**src/hdl/scm_pkg.sv**
```systemverilog
// Package for the system clock and low-power mode control block.
// Assumes one 200 MHz system-side clock; oscillator cycles arrive as tick pulses.

package scm_pkg;

  // ----------------------------------------------------------------
  // Register map
  // ----------------------------------------------------------------
  localparam int           SCM_ADDR_W   = 2;
  localparam logic [1:0]   SCM_IDX_MODE = 2'h0;
  localparam logic [1:0]   SCM_IDX_CTRL = 2'h1;

  // Field positions of the clock mode register
  localparam int           SCM_B_DIV_LO = 5;
  localparam int           SCM_B_FAST   = 4;
  localparam int           SCM_B_LRDY   = 3;
  localparam int           SCM_B_HRDY   = 2;
  localparam int           SCM_B_IDLE   = 1;
  localparam int           SCM_B_HSEL   = 0;
  // Field position of the idle clock keep bit in the control register
  localparam int           SCM_B_KEEP   = 7;

  // Values after reset
  localparam logic [7:0]   SCM_RST_MODE = 8'h03;
  localparam logic [7:0]   SCM_RST_CTRL = 8'h00;

  // Divider codes: 0 and 1 pick the substitute clock, 8 - code is log2 of the ratio
  localparam logic [2:0]   SCM_DIV_SUB_MAX = 3'h1;
  localparam logic [3:0]   SCM_DIV_TOP     = 4'h8;

  // Oscillator settling counts, in cycles of that oscillator
  localparam int           SCM_CNT_W     = 10;
  localparam logic [9:0]   SCM_HXT_CYC   = 10'h200;
  localparam logic [9:0]   SCM_HIGH_SPEED_RC_CYC  = 10'h010;
  localparam logic [9:0]   SCM_LXT_CYC   = 10'h080;
  localparam logic [9:0]   SCM_LOW_SPEED_RC_CYC  = 10'h002;

  // ----------------------------------------------------------------
  // Types
  // ----------------------------------------------------------------
  typedef enum logic [2:0] {
    SCM_RUN        = 3'b000,
    SCM_IDLE_ON    = 3'b001,
    SCM_IDLE_OFF   = 3'b010,
    SCM_SLEEP_SUB  = 3'b011,
    SCM_SLEEP_DEEP = 3'b100,
    SCM_WAKE       = 3'b101
  } scm_mode_t;

  typedef struct packed {
    logic [SCM_ADDR_W-1:0] addr;
    logic [7:0]            wdata;
    logic                  wr;
    logic                  rd;
  } scm_bus_req_t;

  typedef struct packed {
    logic       high_crystal;
    logic       low_crystal;
  } scm_osc_cfg_t;

  typedef struct packed {
    logic       src_sub;
    logic [2:0] div_log2;
    logic       cpu_run;
    logic       sysclk_run;
    logic       high_osc_en;
    logic       low_osc_en;
  } scm_clk_out_t;

endpackage

```
**src/hdl/scm_clock_mode_control.sv**
```systemverilog
// System clock and low-power mode control: clock mode register, idle keep bit,
// halt/wake sequencing and oscillator ready tracking.
// Assumes a CPU-side register port with read data one cycle later, and
// oscillator cycle ticks and strap levels synchronous to clock.
//
// Function
// - Divider codes 0,1 select substitute clock
// - Codes 2..7 give high clock /64../2
// - Fast wake-up runs substitute clock after wake; code does so only with the high crystal strap
// - Low ready flag low in deep sleep
// - Low ready after 128 or 2 cycles
// - High ready cleared at power-on, set when stable
// - Code sees high ready set after power-on
// - High ready low in sleep, clock-off idle
// - High ready after 512 or 16 cycles
// - Idle select high: halt enters idle
// - Idle with keep: CPU stops, clock runs
// - Idle without keep: CPU and clock stop
// - Idle select low: halt enters sleep
// - High select picks undivided high clock
// - Leaving high clock switches high oscillator off
// - Control register keep bit sets idle clock
//
// Decided for this implementation: strobed register access and the address map.

`timescale 1ns/100ps
`default_nettype none

module scm_clock_mode_control
  import scm_pkg::*;
(
  // Clock and reset
  input  wire logic                   clock,
  input  wire logic                   srst,
  // Register port
  input  wire scm_pkg::scm_bus_req_t  bus_req,
  output var  logic [7:0]             rdata,
  // CPU events
  input  wire logic                   halt,
  input  wire logic                   wake,
  // Oscillator straps and ticks
  input  wire scm_pkg::scm_osc_cfg_t  osc_cfg,
  input  wire logic                   sub_in_sleep,
  input  wire logic                   high_tick,
  input  wire logic                   low_tick,
  // Clock steering and mode
  output var  scm_pkg::scm_clk_out_t  clk_out,
  output var  scm_pkg::scm_mode_t     mode
);

  // ----------------------------------------------------------------
  // State
  // ----------------------------------------------------------------
  typedef struct packed {
    logic [2:0]   clock_divider_select;
    logic         fast_wakeup_enable;
    logic         idle_select;
    logic         high_speed_select;
    logic         idle_sysclk_keep;
    logic         sub_lost;
    scm_mode_t    mode;
    logic [7:0]   rdata;
    scm_clk_out_t clk;
  } scm_st_t;

  localparam scm_st_t ST_RST = '{
    clock_divider_select : SCM_RST_MODE[SCM_B_DIV_LO +: 3],
    fast_wakeup_enable   : SCM_RST_MODE[SCM_B_FAST],
    idle_select          : SCM_RST_MODE[SCM_B_IDLE],
    high_speed_select    : SCM_RST_MODE[SCM_B_HSEL],
    idle_sysclk_keep     : SCM_RST_CTRL[SCM_B_KEEP],
    sub_lost             : 1'b0,
    mode                 : SCM_WAKE,
    rdata                : 8'h00,
    clk                  : '0
  };

  scm_st_t cur;
  scm_st_t next_st;

  logic high_speed_ready_flag;
  logic low_speed_ready_flag;
  logic high_run;
  logic low_run;
  logic wants_high;
  logic fast_ok;

  // True when the configured system clock comes from the high oscillator
  function automatic logic uses_high(input logic hsel, input logic [2:0] div);
    uses_high = hsel || (div > SCM_DIV_SUB_MAX);
  endfunction

  // log2 of the divide ratio of the high clock
  function automatic logic [2:0] div_shift(input logic hsel, input logic [2:0] div);
    logic [3:0] diff;
    diff = SCM_DIV_TOP - {1'b0, div};
    if (hsel || !(div > SCM_DIV_SUB_MAX))
    begin
      div_shift = 3'h0;
    end
    else
    begin
      div_shift = diff[2:0];
    end
  endfunction

  // ----------------------------------------------------------------
  // Oscillator enables and ready flags
  // ----------------------------------------------------------------
  always_comb
  begin
    wants_high = uses_high(cur.high_speed_select, cur.clock_divider_select);
    // High oscillator runs only while the system clock needs it; moving to the
    // substitute clock stops it to save power
    high_run   = wants_high && ((cur.mode == SCM_RUN) || (cur.mode == SCM_IDLE_ON)
                 || (cur.mode == SCM_WAKE));
    low_run    = (cur.mode != SCM_SLEEP_DEEP);
    // Temporary substitute clock after wake; after deep sleep only once it has settled again
    fast_ok    = (cur.mode == SCM_WAKE) && cur.fast_wakeup_enable && osc_cfg.high_crystal
                 && wants_high && !cur.sub_lost && low_speed_ready_flag;
  end

  scm_osc_ready #(
    .CNT_W (SCM_CNT_W)
  ) u_high_ready (
    .clock  (clock),
    .srst   (srst),
    .run    (high_run),
    .tick   (high_tick),
    .target (osc_cfg.high_crystal ? SCM_HXT_CYC : SCM_HIGH_SPEED_RC_CYC),
    .ready  (high_speed_ready_flag)
  );

  scm_osc_ready #(
    .CNT_W (SCM_CNT_W)
  ) u_low_ready (
    .clock  (clock),
    .srst   (srst),
    .run    (low_run),
    .tick   (low_tick),
    .target (osc_cfg.low_crystal ? SCM_LXT_CYC : SCM_LOW_SPEED_RC_CYC),
    .ready  (low_speed_ready_flag)
  );

  // ----------------------------------------------------------------
  // Next state
  // ----------------------------------------------------------------
  always_comb
  begin
    next_st       = cur;
    next_st.rdata = 8'h00;

    // Register writes; ready flag positions are not stored
    if (bus_req.wr)
    begin
      if (bus_req.addr == SCM_IDX_MODE)
      begin
        next_st.clock_divider_select = bus_req.wdata[SCM_B_DIV_LO +: 3];
        next_st.fast_wakeup_enable   = bus_req.wdata[SCM_B_FAST];
        next_st.idle_select          = bus_req.wdata[SCM_B_IDLE];
        next_st.high_speed_select    = bus_req.wdata[SCM_B_HSEL];
      end
      else if (bus_req.addr == SCM_IDX_CTRL)
      begin
        next_st.idle_sysclk_keep     = bus_req.wdata[SCM_B_KEEP];
      end
    end

    // Register reads; unmapped addresses read zero
    if (bus_req.rd)
    begin
      if (bus_req.addr == SCM_IDX_MODE)
      begin
        next_st.rdata[SCM_B_DIV_LO +: 3] = cur.clock_divider_select;
        next_st.rdata[SCM_B_FAST]        = cur.fast_wakeup_enable;
        next_st.rdata[SCM_B_LRDY]        = low_speed_ready_flag;
        next_st.rdata[SCM_B_HRDY]        = high_speed_ready_flag;
        next_st.rdata[SCM_B_IDLE]        = cur.idle_select;
        next_st.rdata[SCM_B_HSEL]        = cur.high_speed_select;
      end
      else if (bus_req.addr == SCM_IDX_CTRL)
      begin
        next_st.rdata[SCM_B_KEEP]        = cur.idle_sysclk_keep;
      end
    end

    // Mode sequencing
    case (cur.mode)
      SCM_RUN:
      begin
        if (halt)
        begin
          if (cur.idle_select)
          begin
            next_st.mode = cur.idle_sysclk_keep ? SCM_IDLE_ON : SCM_IDLE_OFF;
          end
          else
          begin
            next_st.mode = sub_in_sleep ? SCM_SLEEP_SUB : SCM_SLEEP_DEEP;
          end
        end
      end
      SCM_IDLE_ON:
      begin
        // System clock kept running, so no settling wait
        if (wake)
        begin
          next_st.mode = SCM_RUN;
        end
      end
      SCM_IDLE_OFF, SCM_SLEEP_SUB:
      begin
        if (wake)
        begin
          next_st.mode = SCM_WAKE;
        end
      end
      SCM_SLEEP_DEEP:
      begin
        if (wake)
        begin
          next_st.mode     = SCM_WAKE;
          next_st.sub_lost = 1'b1;
        end
      end
      SCM_WAKE:
      begin
        // Power-on also starts here, so code first runs on a settled clock
        if (low_speed_ready_flag)
        begin
          next_st.sub_lost = 1'b0;
        end
        if (wants_high ? high_speed_ready_flag : low_speed_ready_flag)
        begin
          next_st.mode = SCM_RUN;
        end
      end
      default:
      begin
        next_st.mode = SCM_RUN;
      end
    endcase

    // Clock steering outputs
    next_st.clk.src_sub     = !wants_high || !high_speed_ready_flag;
    next_st.clk.div_log2    = div_shift(cur.high_speed_select, cur.clock_divider_select);
    next_st.clk.cpu_run     = (cur.mode == SCM_RUN) || fast_ok;
    next_st.clk.sysclk_run  = (cur.mode == SCM_RUN) || (cur.mode == SCM_IDLE_ON) || fast_ok;
    next_st.clk.high_osc_en = high_run;
    next_st.clk.low_osc_en  = low_run;
  end

  always_ff @(posedge clock)
  begin
    if (srst)
    begin
      cur <= ST_RST;
    end
    else
    begin
      cur <= next_st;
    end
  end

  assign rdata   = cur.rdata;
  assign clk_out = cur.clk;
  assign mode    = cur.mode;
endmodule

`default_nettype wire

```
**src/hdl/scm_osc_ready.sv**
```systemverilog
// Oscillator ready tracker: counts oscillator ticks after enable.
// Assumes tick is a one-cycle pulse per oscillator cycle, synchronous to clock.

`timescale 1ns/100ps
`default_nettype none

module scm_osc_ready
  import scm_pkg::*;
#(
  parameter int CNT_W = 10
)
(
  // Clock and reset
  input  wire logic             clock,
  input  wire logic             srst,
  // Oscillator
  input  wire logic             run,
  input  wire logic             tick,
  input  wire logic [CNT_W-1:0] target,
  // Status
  output var  logic             ready
);

  typedef struct packed {
    logic [CNT_W-1:0] count;
    logic             ready;
  } scm_ord_st_t;

  scm_ord_st_t cur;
  scm_ord_st_t next_st;

  always_comb
  begin
    next_st = cur;
    // A stopped oscillator loses its ready status at once
    if (!run)
    begin
      next_st = '0;
    end
    else if (tick && !cur.ready)
    begin
      if (cur.count == target - CNT_W'(1))
      begin
        next_st.ready = 1'b1;
      end
      else
      begin
        next_st.count = cur.count + CNT_W'(1);
      end
    end
  end

  always_ff @(posedge clock)
  begin
    if (srst)
    begin
      cur <= '0;
    end
    else
    begin
      cur <= next_st;
    end
  end

  assign ready = cur.ready;
endmodule

`default_nettype wire

```
**config.mk**
```make
export PLATFORM = sky130hd
export DESIGN_NAME = scm_clock_mode_control
export DESIGN_NICKNAME = d
export VERILOG_FILES = /design/src/hdl/scm_pkg.sv /design/src/hdl/scm_clock_mode_control.sv /design/src/hdl/scm_osc_ready.sv
export SDC_FILE = /design/constraint.sdc
export NUM_CORES = 1
export LEC_CHECK = 0
export BUFFER_PORTS_ARGS = -buffer_cell sky130_fd_sc_hd__buf_2
export CORE_MARGIN = 5
export CORE_UTILIZATION = 50
export DETAILED_ROUTE_END_ITERATION = 8
export PLACE_DENSITY = 0.8
export SLEW_MARGIN = 25
export SYNTH_ARGS = -nofsm -noshare
export SYNTH_HDL_FRONTEND = slang
export SYNTH_HIERARCHICAL = 1
export SYNTH_SLANG_ARGS = --single-unit
```
**constraint.sdc**
```tcl
create_clock -name clock -period 2.2 [get_ports clock]
set_clock_uncertainty 0.1 [all_clocks]
set_input_delay 0.22 -clock clock [delete_from_list [all_inputs] [get_ports clock]]
set_output_delay 0.22 -clock clock [all_outputs]
set_load 0.005 [all_outputs]
```
==> flow_metrics.py, run 1 <==
metrics = {
    "worst_setup_path": {
        "critical_path_class": "register to register",
        "worstPathRequired_ps": 2310,
        "end_kind": "register",
        "cp_data_arrival_time_ps": 2310,
        "cp_max_fo": 5,
        "start_kind": "register",
    },
    "synth": {
        "synth-compound-area-share_pct": 22.17,
        "synthSimpleGateAreaFrac_pct": 29.11,
        "synth_top_family_by_area": "simple AND/OR/NAND/NOR gates",
        "synthXorXnorAreaFrac_pct": 5.015,
        "ys_top_cells_by_area": "dfxtp_1 30%, buf_4 4.5%, nor2_1 4.1%, a21oi_1 3.9%, xor2_1 2.9%",
        "ys_async_sr_fraction_pct": 0,
        "syn_area_um2": 3318,
        "synth.area.mux_share_pct": 2.715,
        "synth_top_cell_area_share_pct": 29.56,
        "ys_warn_count": 6,
        "synth_top_cell_by_area": "dfxtp_1",
        "synth_fa_ha_area_share_pct": 2.262,
        "synthCells": 388,
        "yosysSeqAreaShare_pct": 29.56,
        "synth_edf_count": 0,
        "yosysUniqueCellTypes": 60,
        "synth_seq_cells": 49,
        "ys.flop_type": "dfxtp_1",
        "syn_area_per_cell_um2": 8.552,
    },
    "placement": {
        "detailed_place.area_um2": 3794,
        "place_congestion": 0.8202,
        "placed_cells": 561,
        "post-dp-hpwl_um": 5491,
        "io_buffers": 37,
    },
    "floorplanning": {
        "pin_count": 40,
        "die_area_um2": 8366,
        "die_x_um": 91.47,
        "start_util_pct": 51.96,
        "design.core.area_um2": 6386,
        "rows": 29,
        "fp.dieH_um": 91.47,
    },
    "job": {
        "maxCapViolations": 0,
    },
    "layout": {
        "final_cell_mix": "70 x conb_1, 42 x dfxtp_1, 37 x buf_2",
        "final_common_cell": "conb_1",
        "instances_no_fill": 578,
        "syn_to_final_growth_pct": 26.36,
        "num-nets-final": 527,
        "n_antenna_cell": 0,
        "fin_util_pct": 65.65,
        "fin_area_um2": 4193,
        "drive_above_1_share_pct": 25.15,
    },
    "route": {
        "drc": 0,
        "avgViaCountPerCell": 5.215,
        "first_pass_iters": 5,
        "wl_per_cell_um": 13.05,
        "drt_iter0_drc": 80,
        "antenna_left": 0,
        "vias": 3014,
        "routed_wl_um": 7543,
    },
    "sta": {
        "timing.final.ws_setup_ps": -4.390,
        "period_share_pct": 100.2,
        "fmax_ghz": 0.4536,
        "rsz0062_at_grt": "yes",
        "worst_pin_slew_ps": 552.0,
        "maxSlewHeadroom_pct": 63.11,
        "finalHoldViolCount": 0,
        "post-route-min-period_ps": 2204,
        "hold-worst-slack_ps": 42.41,
        "slew_viol_final": 0,
        "setup_viol": 1,
    },
    "outcome": {
        "violations": "negative setup slack",
        "status": "finished, violations left",
    },
    "global_routing": {
        "grt_first_pass_wirelength_um": 12640,
        "grt.total_usage_pct": 17.83,
        "antenna_found_initial": 0,
        "grt_max_degree": 21,
        "grt_pass1_vias": 2926,
        "grt_overflow": 0,
    },
    "clock_network": {
        "cts_made_buffers": 5,
        "root_buffer": "clkbuf_8",
        "clock_sinks": 49,
        "cts_tree": "yes",
        "cts_buffer_depth": 2,
        "path_clk_slew_ps": 90,
        "holdBufCountCts": 0,
        "clk_latency_ps": 300,
        "htreeDepth": 2,
    },
    "power_and_ir_drop": {
        "clkPwrFrac_pct": 31.6,
        "leakage_nw": 1.665,
        "comb_power_share_pct": 25.0,
        "powerDensity_nw_per_um2": 559.7,
        "p_int_mw": 1.646,
        "seqPwrFrac_pct": 43.4,
        "netSwitchingPower_uw": 700.9,
        "irDropWorstVdd_mv": 0.8610,
        "sw_frac_of_total_pct": 29.87,
    },
    "hold_path": {
        "min_path_type": "input pin to register",
    },
}
[critical path, cell delays in order, from the launching register on]
cell and delay (ps):
dfxtp_2 340, xor2_2 190, or3b_4 400, a31oi_4 200, o311ai_4 200, o311a_2 450, a31o_1 220
[synthesized netlist by cell type, types with 4 or more instances]
cell type and n:
nand3b_1 4, ha_1 6, nor3_1 16, xor2_1 11, o21a_1 5, and2_1 5, o21ai_1 4, nand2b_1 5
inv_1 20, buf_4 20, nor2b_1 10, mux2i_1 9, nor2_1 36, xnor2_1 8, o311a_2 4, o31a_1 4
a21oi_1 26, o21ai_0 12, dfxtp_1 49, buf_6 4, clkbuf_1 4, and3_1 4, or3_1 12, nand2_1 18
nand4_1 13, nor4_1 5, nand3_1 10, nand4b_1 7
[sequential cells by signal (all words and copies together), names as in the netlist]
register and flops:
u_high_ready/cur 10, u_low_ready/cur 10, clk_out 8, cur 8, rdata 8, mode 3
u_high_ready/ready 1, u_low_ready/ready 1
[routing by layer]
layer / up-vias / GRT usage [%] / wire (um)
met4: 0 / 7.335 / 143
met3: 18 / 3.636 / 222
met5: - / 0 / 0
met1: 1370 / 21.13 / 3253
met2: 61 / 31.09 / 3924
li1: 1565 / - / -
[final cells by class]
cell class / count / area (um^2)
inverter: 20 / 75.07
clock buffer: 5 / 68.82
multi-input combinational: 359 / 2485
sequential: 49 / 994.7
clock inverter: 3 / 65.06
fill: 511 / 2193
timing repair buffer: 65 / 407.9
tap: 77 / 96.34
[what timing repair did]
| item | in CTS | in global routing |
|---|---|---|
| gates cloned | 1 | 1 |
| endpoints found under the setup margin | 8 | 19 |
| pin swaps | 8 | 24 |
| setup buffers | 2 | 7 |
| hold endpoints to repair | 0 | 0 |
| gates resized for setup | 9 | 28 |
[cells by family after synthesis]
| logic type | count (synthesis) |
|---|---|
| and+or+nand+nor | 163 |
| AOI/OAI and AO/OA | 90 |
| other | 1 |
| adders and majority gates | 6 |
| buffers and inverters | 51 |
| DFF | 49 |
| muxes | 9 |
| xor gates and xnor gates | 19 |
[power groups by stage]
| stage | combinational [mW] | clock [mW] | sequential [mW] |
|---|---|---|---|
| finish | 0.587 | 0.741 | 1.02 |
| detailed placement | 0.527 | 0 | 1.04 |
| global placement | 0.518 | 0 | 1.03 |
| global route | 0.656 | 0.798 | 1.03 |
| floorplan | 0.483 | 0 | 0.999 |
| CTS | 0.545 | 0.749 | 1.02 |
[stage by stage]
stage          worst slack [ps]  total power, mW  setup TNS [ps]
2_1_floorplan             44.11            1.482               0
3_3_place_gp             -176.7            1.551           -1809
3_5_place_dp             -254.6            1.565           -3193
4_1_cts                   1.482            2.310               0
5_1_grt                  -64.19            2.482          -294.7
6_report                 -4.390            2.347          -4.390
[path summary, 6_finish.rpt]
| path | startpoint | to | slack (ps) | cells past startpoint |
|---|---|---|---|---|
| worst max-delay path | u_low_ready/cur[4] | u_low_ready/cur[2] | -4 | 6 |
| worst min-delay path | bus_req[2] | cur[21] | 40 | 3 |
| worst max register to register | u_low_ready/cur[4] | u_low_ready/cur[2] | -4 | 6 |
| worst min register to register | cur[23] | rdata[4] | 420 | 1 |
Note: power is estimated with default switching activity, not from simulation.
==> inputs of run 2 (changes only) <==
--- a/config.mk
+++ b/config.mk
@@ -5,6 +5,7 @@
 export SDC_FILE = /design/constraint.sdc
 export NUM_CORES = 1
 export LEC_CHECK = 0
+export ABC_AREA = 1
 export BUFFER_PORTS_ARGS = -buffer_cell sky130_fd_sc_hd__buf_2
 export CORE_MARGIN = 5
 export CORE_UTILIZATION = 50
==> flow_metrics.py, run 2 <==
metrics = {
    "clock_network": {
        "root_buffer": "clkbuf_8",
        "cts_tree": "yes",
        "cts_setup_buffers": 0,
        "htreeDepth": 2,
        "cts_resized": 0,
        "holdBufCountCts": 0,
        "cts_made_buffers": 5,
        "cts_buffer_depth": 2,
        "clk_latency_ps": 300,
        "path_clk_slew_ps": 90,
        "clock_sinks": 49,
    },
    "floorplanning": {
        "rows": 29,
        "die_area_um2": 8028,
        "design.core.area_um2": 6241,
        "fp.dieH_um": 89.60,
        "start_util_pct": 50.76,
        "die_x_um": 89.60,
        "pin_count": 40,
    },
    "sta": {
        "setup_viol": 0,
        "period_share_pct": 83.91,
        "slew_viol_final": 0,
        "timing.final.ws_setup_ps": 353.9,
        "finalHoldViolCount": 0,
        "post-route-min-period_ps": 1846,
        "rsz0062_at_grt": "no",
        "fmax_ghz": 0.5417,
    },
    "layout": {
        "final_cell_mix": "112 x nand2_1, 56 x inv_1, 54 x nand3_1",
        "final_common_cell": "nand2_1",
        "fin_util_pct": 57.16,
        "syn_to_final_growth_pct": 12.60,
        "largest_registers": "u_high_ready/cur: 10 flops, u_low_ready/cur: 10 flops",
        "n_antenna_cell": 0,
        "num-nets-final": 570,
        "drive_above_1_share_pct": 14.89,
    },
    "synth": {
        "synth_top_cell_by_area": "dfxtp_1",
        "synth_seq_cells": 49,
        "synth_edf_count": 0,
        "yosysUniqueCellTypes": 35,
        "yosysSeqAreaShare_pct": 30.96,
        "synth_most_common_cell": "nand2_1",
        "ys_async_sr_fraction_pct": 0,
        "ys_top_cells_by_area": "dfxtp_1 31%, nand2_1 13%, nand3_1 8.5%, inv_1 6.6%, xor2_1 5.3%",
        "synthCells": 471,
        "syn_area_per_cell_um2": 6.726,
        "synthTopCellsByCount": "112 x nand2_1, 56 x inv_1, 54 x nand3_1",
        "synth_top_cell_area_share_pct": 30.96,
        "ys_warn_count": 6,
        "ys.flop_type": "dfxtp_1",
        "syn_area_um2": 3168,
    },
    "placement": {
        "post-dp-hpwl_um": 4937,
        "io_buffers": 37,
        "place_congestion": 0.8524,
        "dpl_worst_slack_ps": -20.53,
    },
    "worst_setup_path": {
        "r2r_cells": 12,
        "reg2reg_slack_ps": 350,
        "critical_path_class": "register to register",
        "start_kind": "register",
        "cp_max_fo": 12,
        "reg2reg_to": "u_high_ready/cur[7]",
        "worstPathRequired_ps": 2330,
        "cp_data_arrival_time_ps": 1980,
        "r2r-start": "u_high_ready/cur[1]",
        "end_kind": "register",
    },
    "power_and_ir_drop": {
        "leakage_nw": 1.676,
        "irDropWorstVdd_mv": 0.6564,
        "powerDensity_nw_per_um2": 605.1,
    },
    "route": {
        "routed_wl_um": 6341,
        "first_pass_iters": 4,
        "wl_per_cell_um": 10.21,
        "antenna_left": 0,
        "drc": 0,
        "drt_iter0_drc": 104,
        "vias": 2902,
        "avgViaCountPerCell": 4.673,
    },
    "hold_path": {
        "min_path_type": "input pin to register",
        "hp-start": "bus_req[2]",
        "whs_path_depth": 3,
        "min_to": "cur[21]",
    },
    "global_routing": {
        "grt_pass1_vias": 2581,
        "grt_first_pass_wirelength_um": 10710,
        "antenna_found_initial": 0,
        "grt_overflow": 0,
        "grt_max_degree": 16,
        "grt.total_usage_pct": 16.62,
    },
    "job": {
        "maxCapViolations": 0,
    },
    "outcome": {
        "status": "finished clean",
    },
}
==> run 2: cell types whose count changed after synthesis, sizes merged, moves of 9 or more <==
cell and change:
nand3 +47, or3 -12, nand2 +102, nor3 -14
nor2b -10, inv +41, nor2 +19, mux2i -9
==> run 2: per-layer routing <==
| metal | global-route usage (%) | up-vias | share of wire [%] | routed length, um |
|---|---|---|---|---|
| li1 | - | 1572 | - | - |
| met1 | 20.34 | 1264 | 44 | 2805 |
| met2 | 29.12 | 60 | 50 | 3180 |
| met3 | 3.467 | 6 | 4.4 | 280 |
| met4 | 5.142 | 0 | 1.2 | 75 |
| met5 | 0 | - | 0 | 0 |
==> run 2: metrics by stage <==
step                setup TNS (ps)  instances  power (mW)  instance area (um^2)  hold WS [ps]
finish                           0        621       2.158                  3567         30.15
CTS                              0        621       2.167                  3560         20.70
global route                     0        621       2.313                  3567         29.64
global placement                 0        613       1.623                  3473         343.4
detailed placement          -40.28        613       1.641                  3473         345.1
floorplan                        0        522       1.541                  3359         250.4
==> run 2: cell type report <==
cell class | instances | area [um^2]
clock buffers | 6 | 72.57
clock inverters | 2 | 13.76
fillers | 592 | 2674
inverters | 64 | 240.2
multi-input cells | 384 | 1963
flip-flops and latches | 49 | 980.9
well taps | 77 | 96.34
repair buffers | 39 | 200.2
==> run 2: cell families after synthesis <==
| kind of cell | synth area share, % |
|---|---|
| XOR/XNOR | 7.859 |
| adder cells (fa/ha/maj) | 2.370 |
| other | 0.1184 |
| buffers and inverters | 13.35 |
| flip-flops | 30.96 |
| AND/OR/NAND/NOR | 36.06 |
| AO/OA/AOI/OAI | 9.281 |
==> run 2: critical path, stage by stage (launching register included) <==
cell and delay, ps:
dfxtp_1 400, inv_1 80, nand2_1 60, nand2_1 40, nor2_1 90, nand2_1 70
nor2_1 110, nand2_1 70, nor2_2 90, nand3_2 260, nand2_4 220, nand2_1 70
a21oi_1 130
==> run 2: report_power, final <==
part	total, mW	internal, mW	leakage, nW	switching [mW]
sequential	1.01	0.951	0.398	0.0568
clock	0.527	0.227	0.0456	0.300
combinational	0.623	0.224	1.23	0.400
total	2.16	1.40	1.68	0.757
==> run 2: worst max-delay path by stage <==
stage / startpoint / endpoint / slack (ps) / depth (start not counted)
after global placement: osc_cfg[0] / u_low_ready/cur[1] / 50 / 16
after global routing: osc_cfg[0] / u_low_ready/cur[5] / 100 / 16
after floorplan: osc_cfg[0] / u_low_ready/cur[1] / 480 / 15
final: u_high_ready/cur[1] / u_high_ready/cur[7] / 350 / 12
after detailed placement: osc_cfg[0] / u_low_ready/cur[3] / -20 / 16
after CTS: cur[25] / u_high_ready/cur[4] / 210 / 10
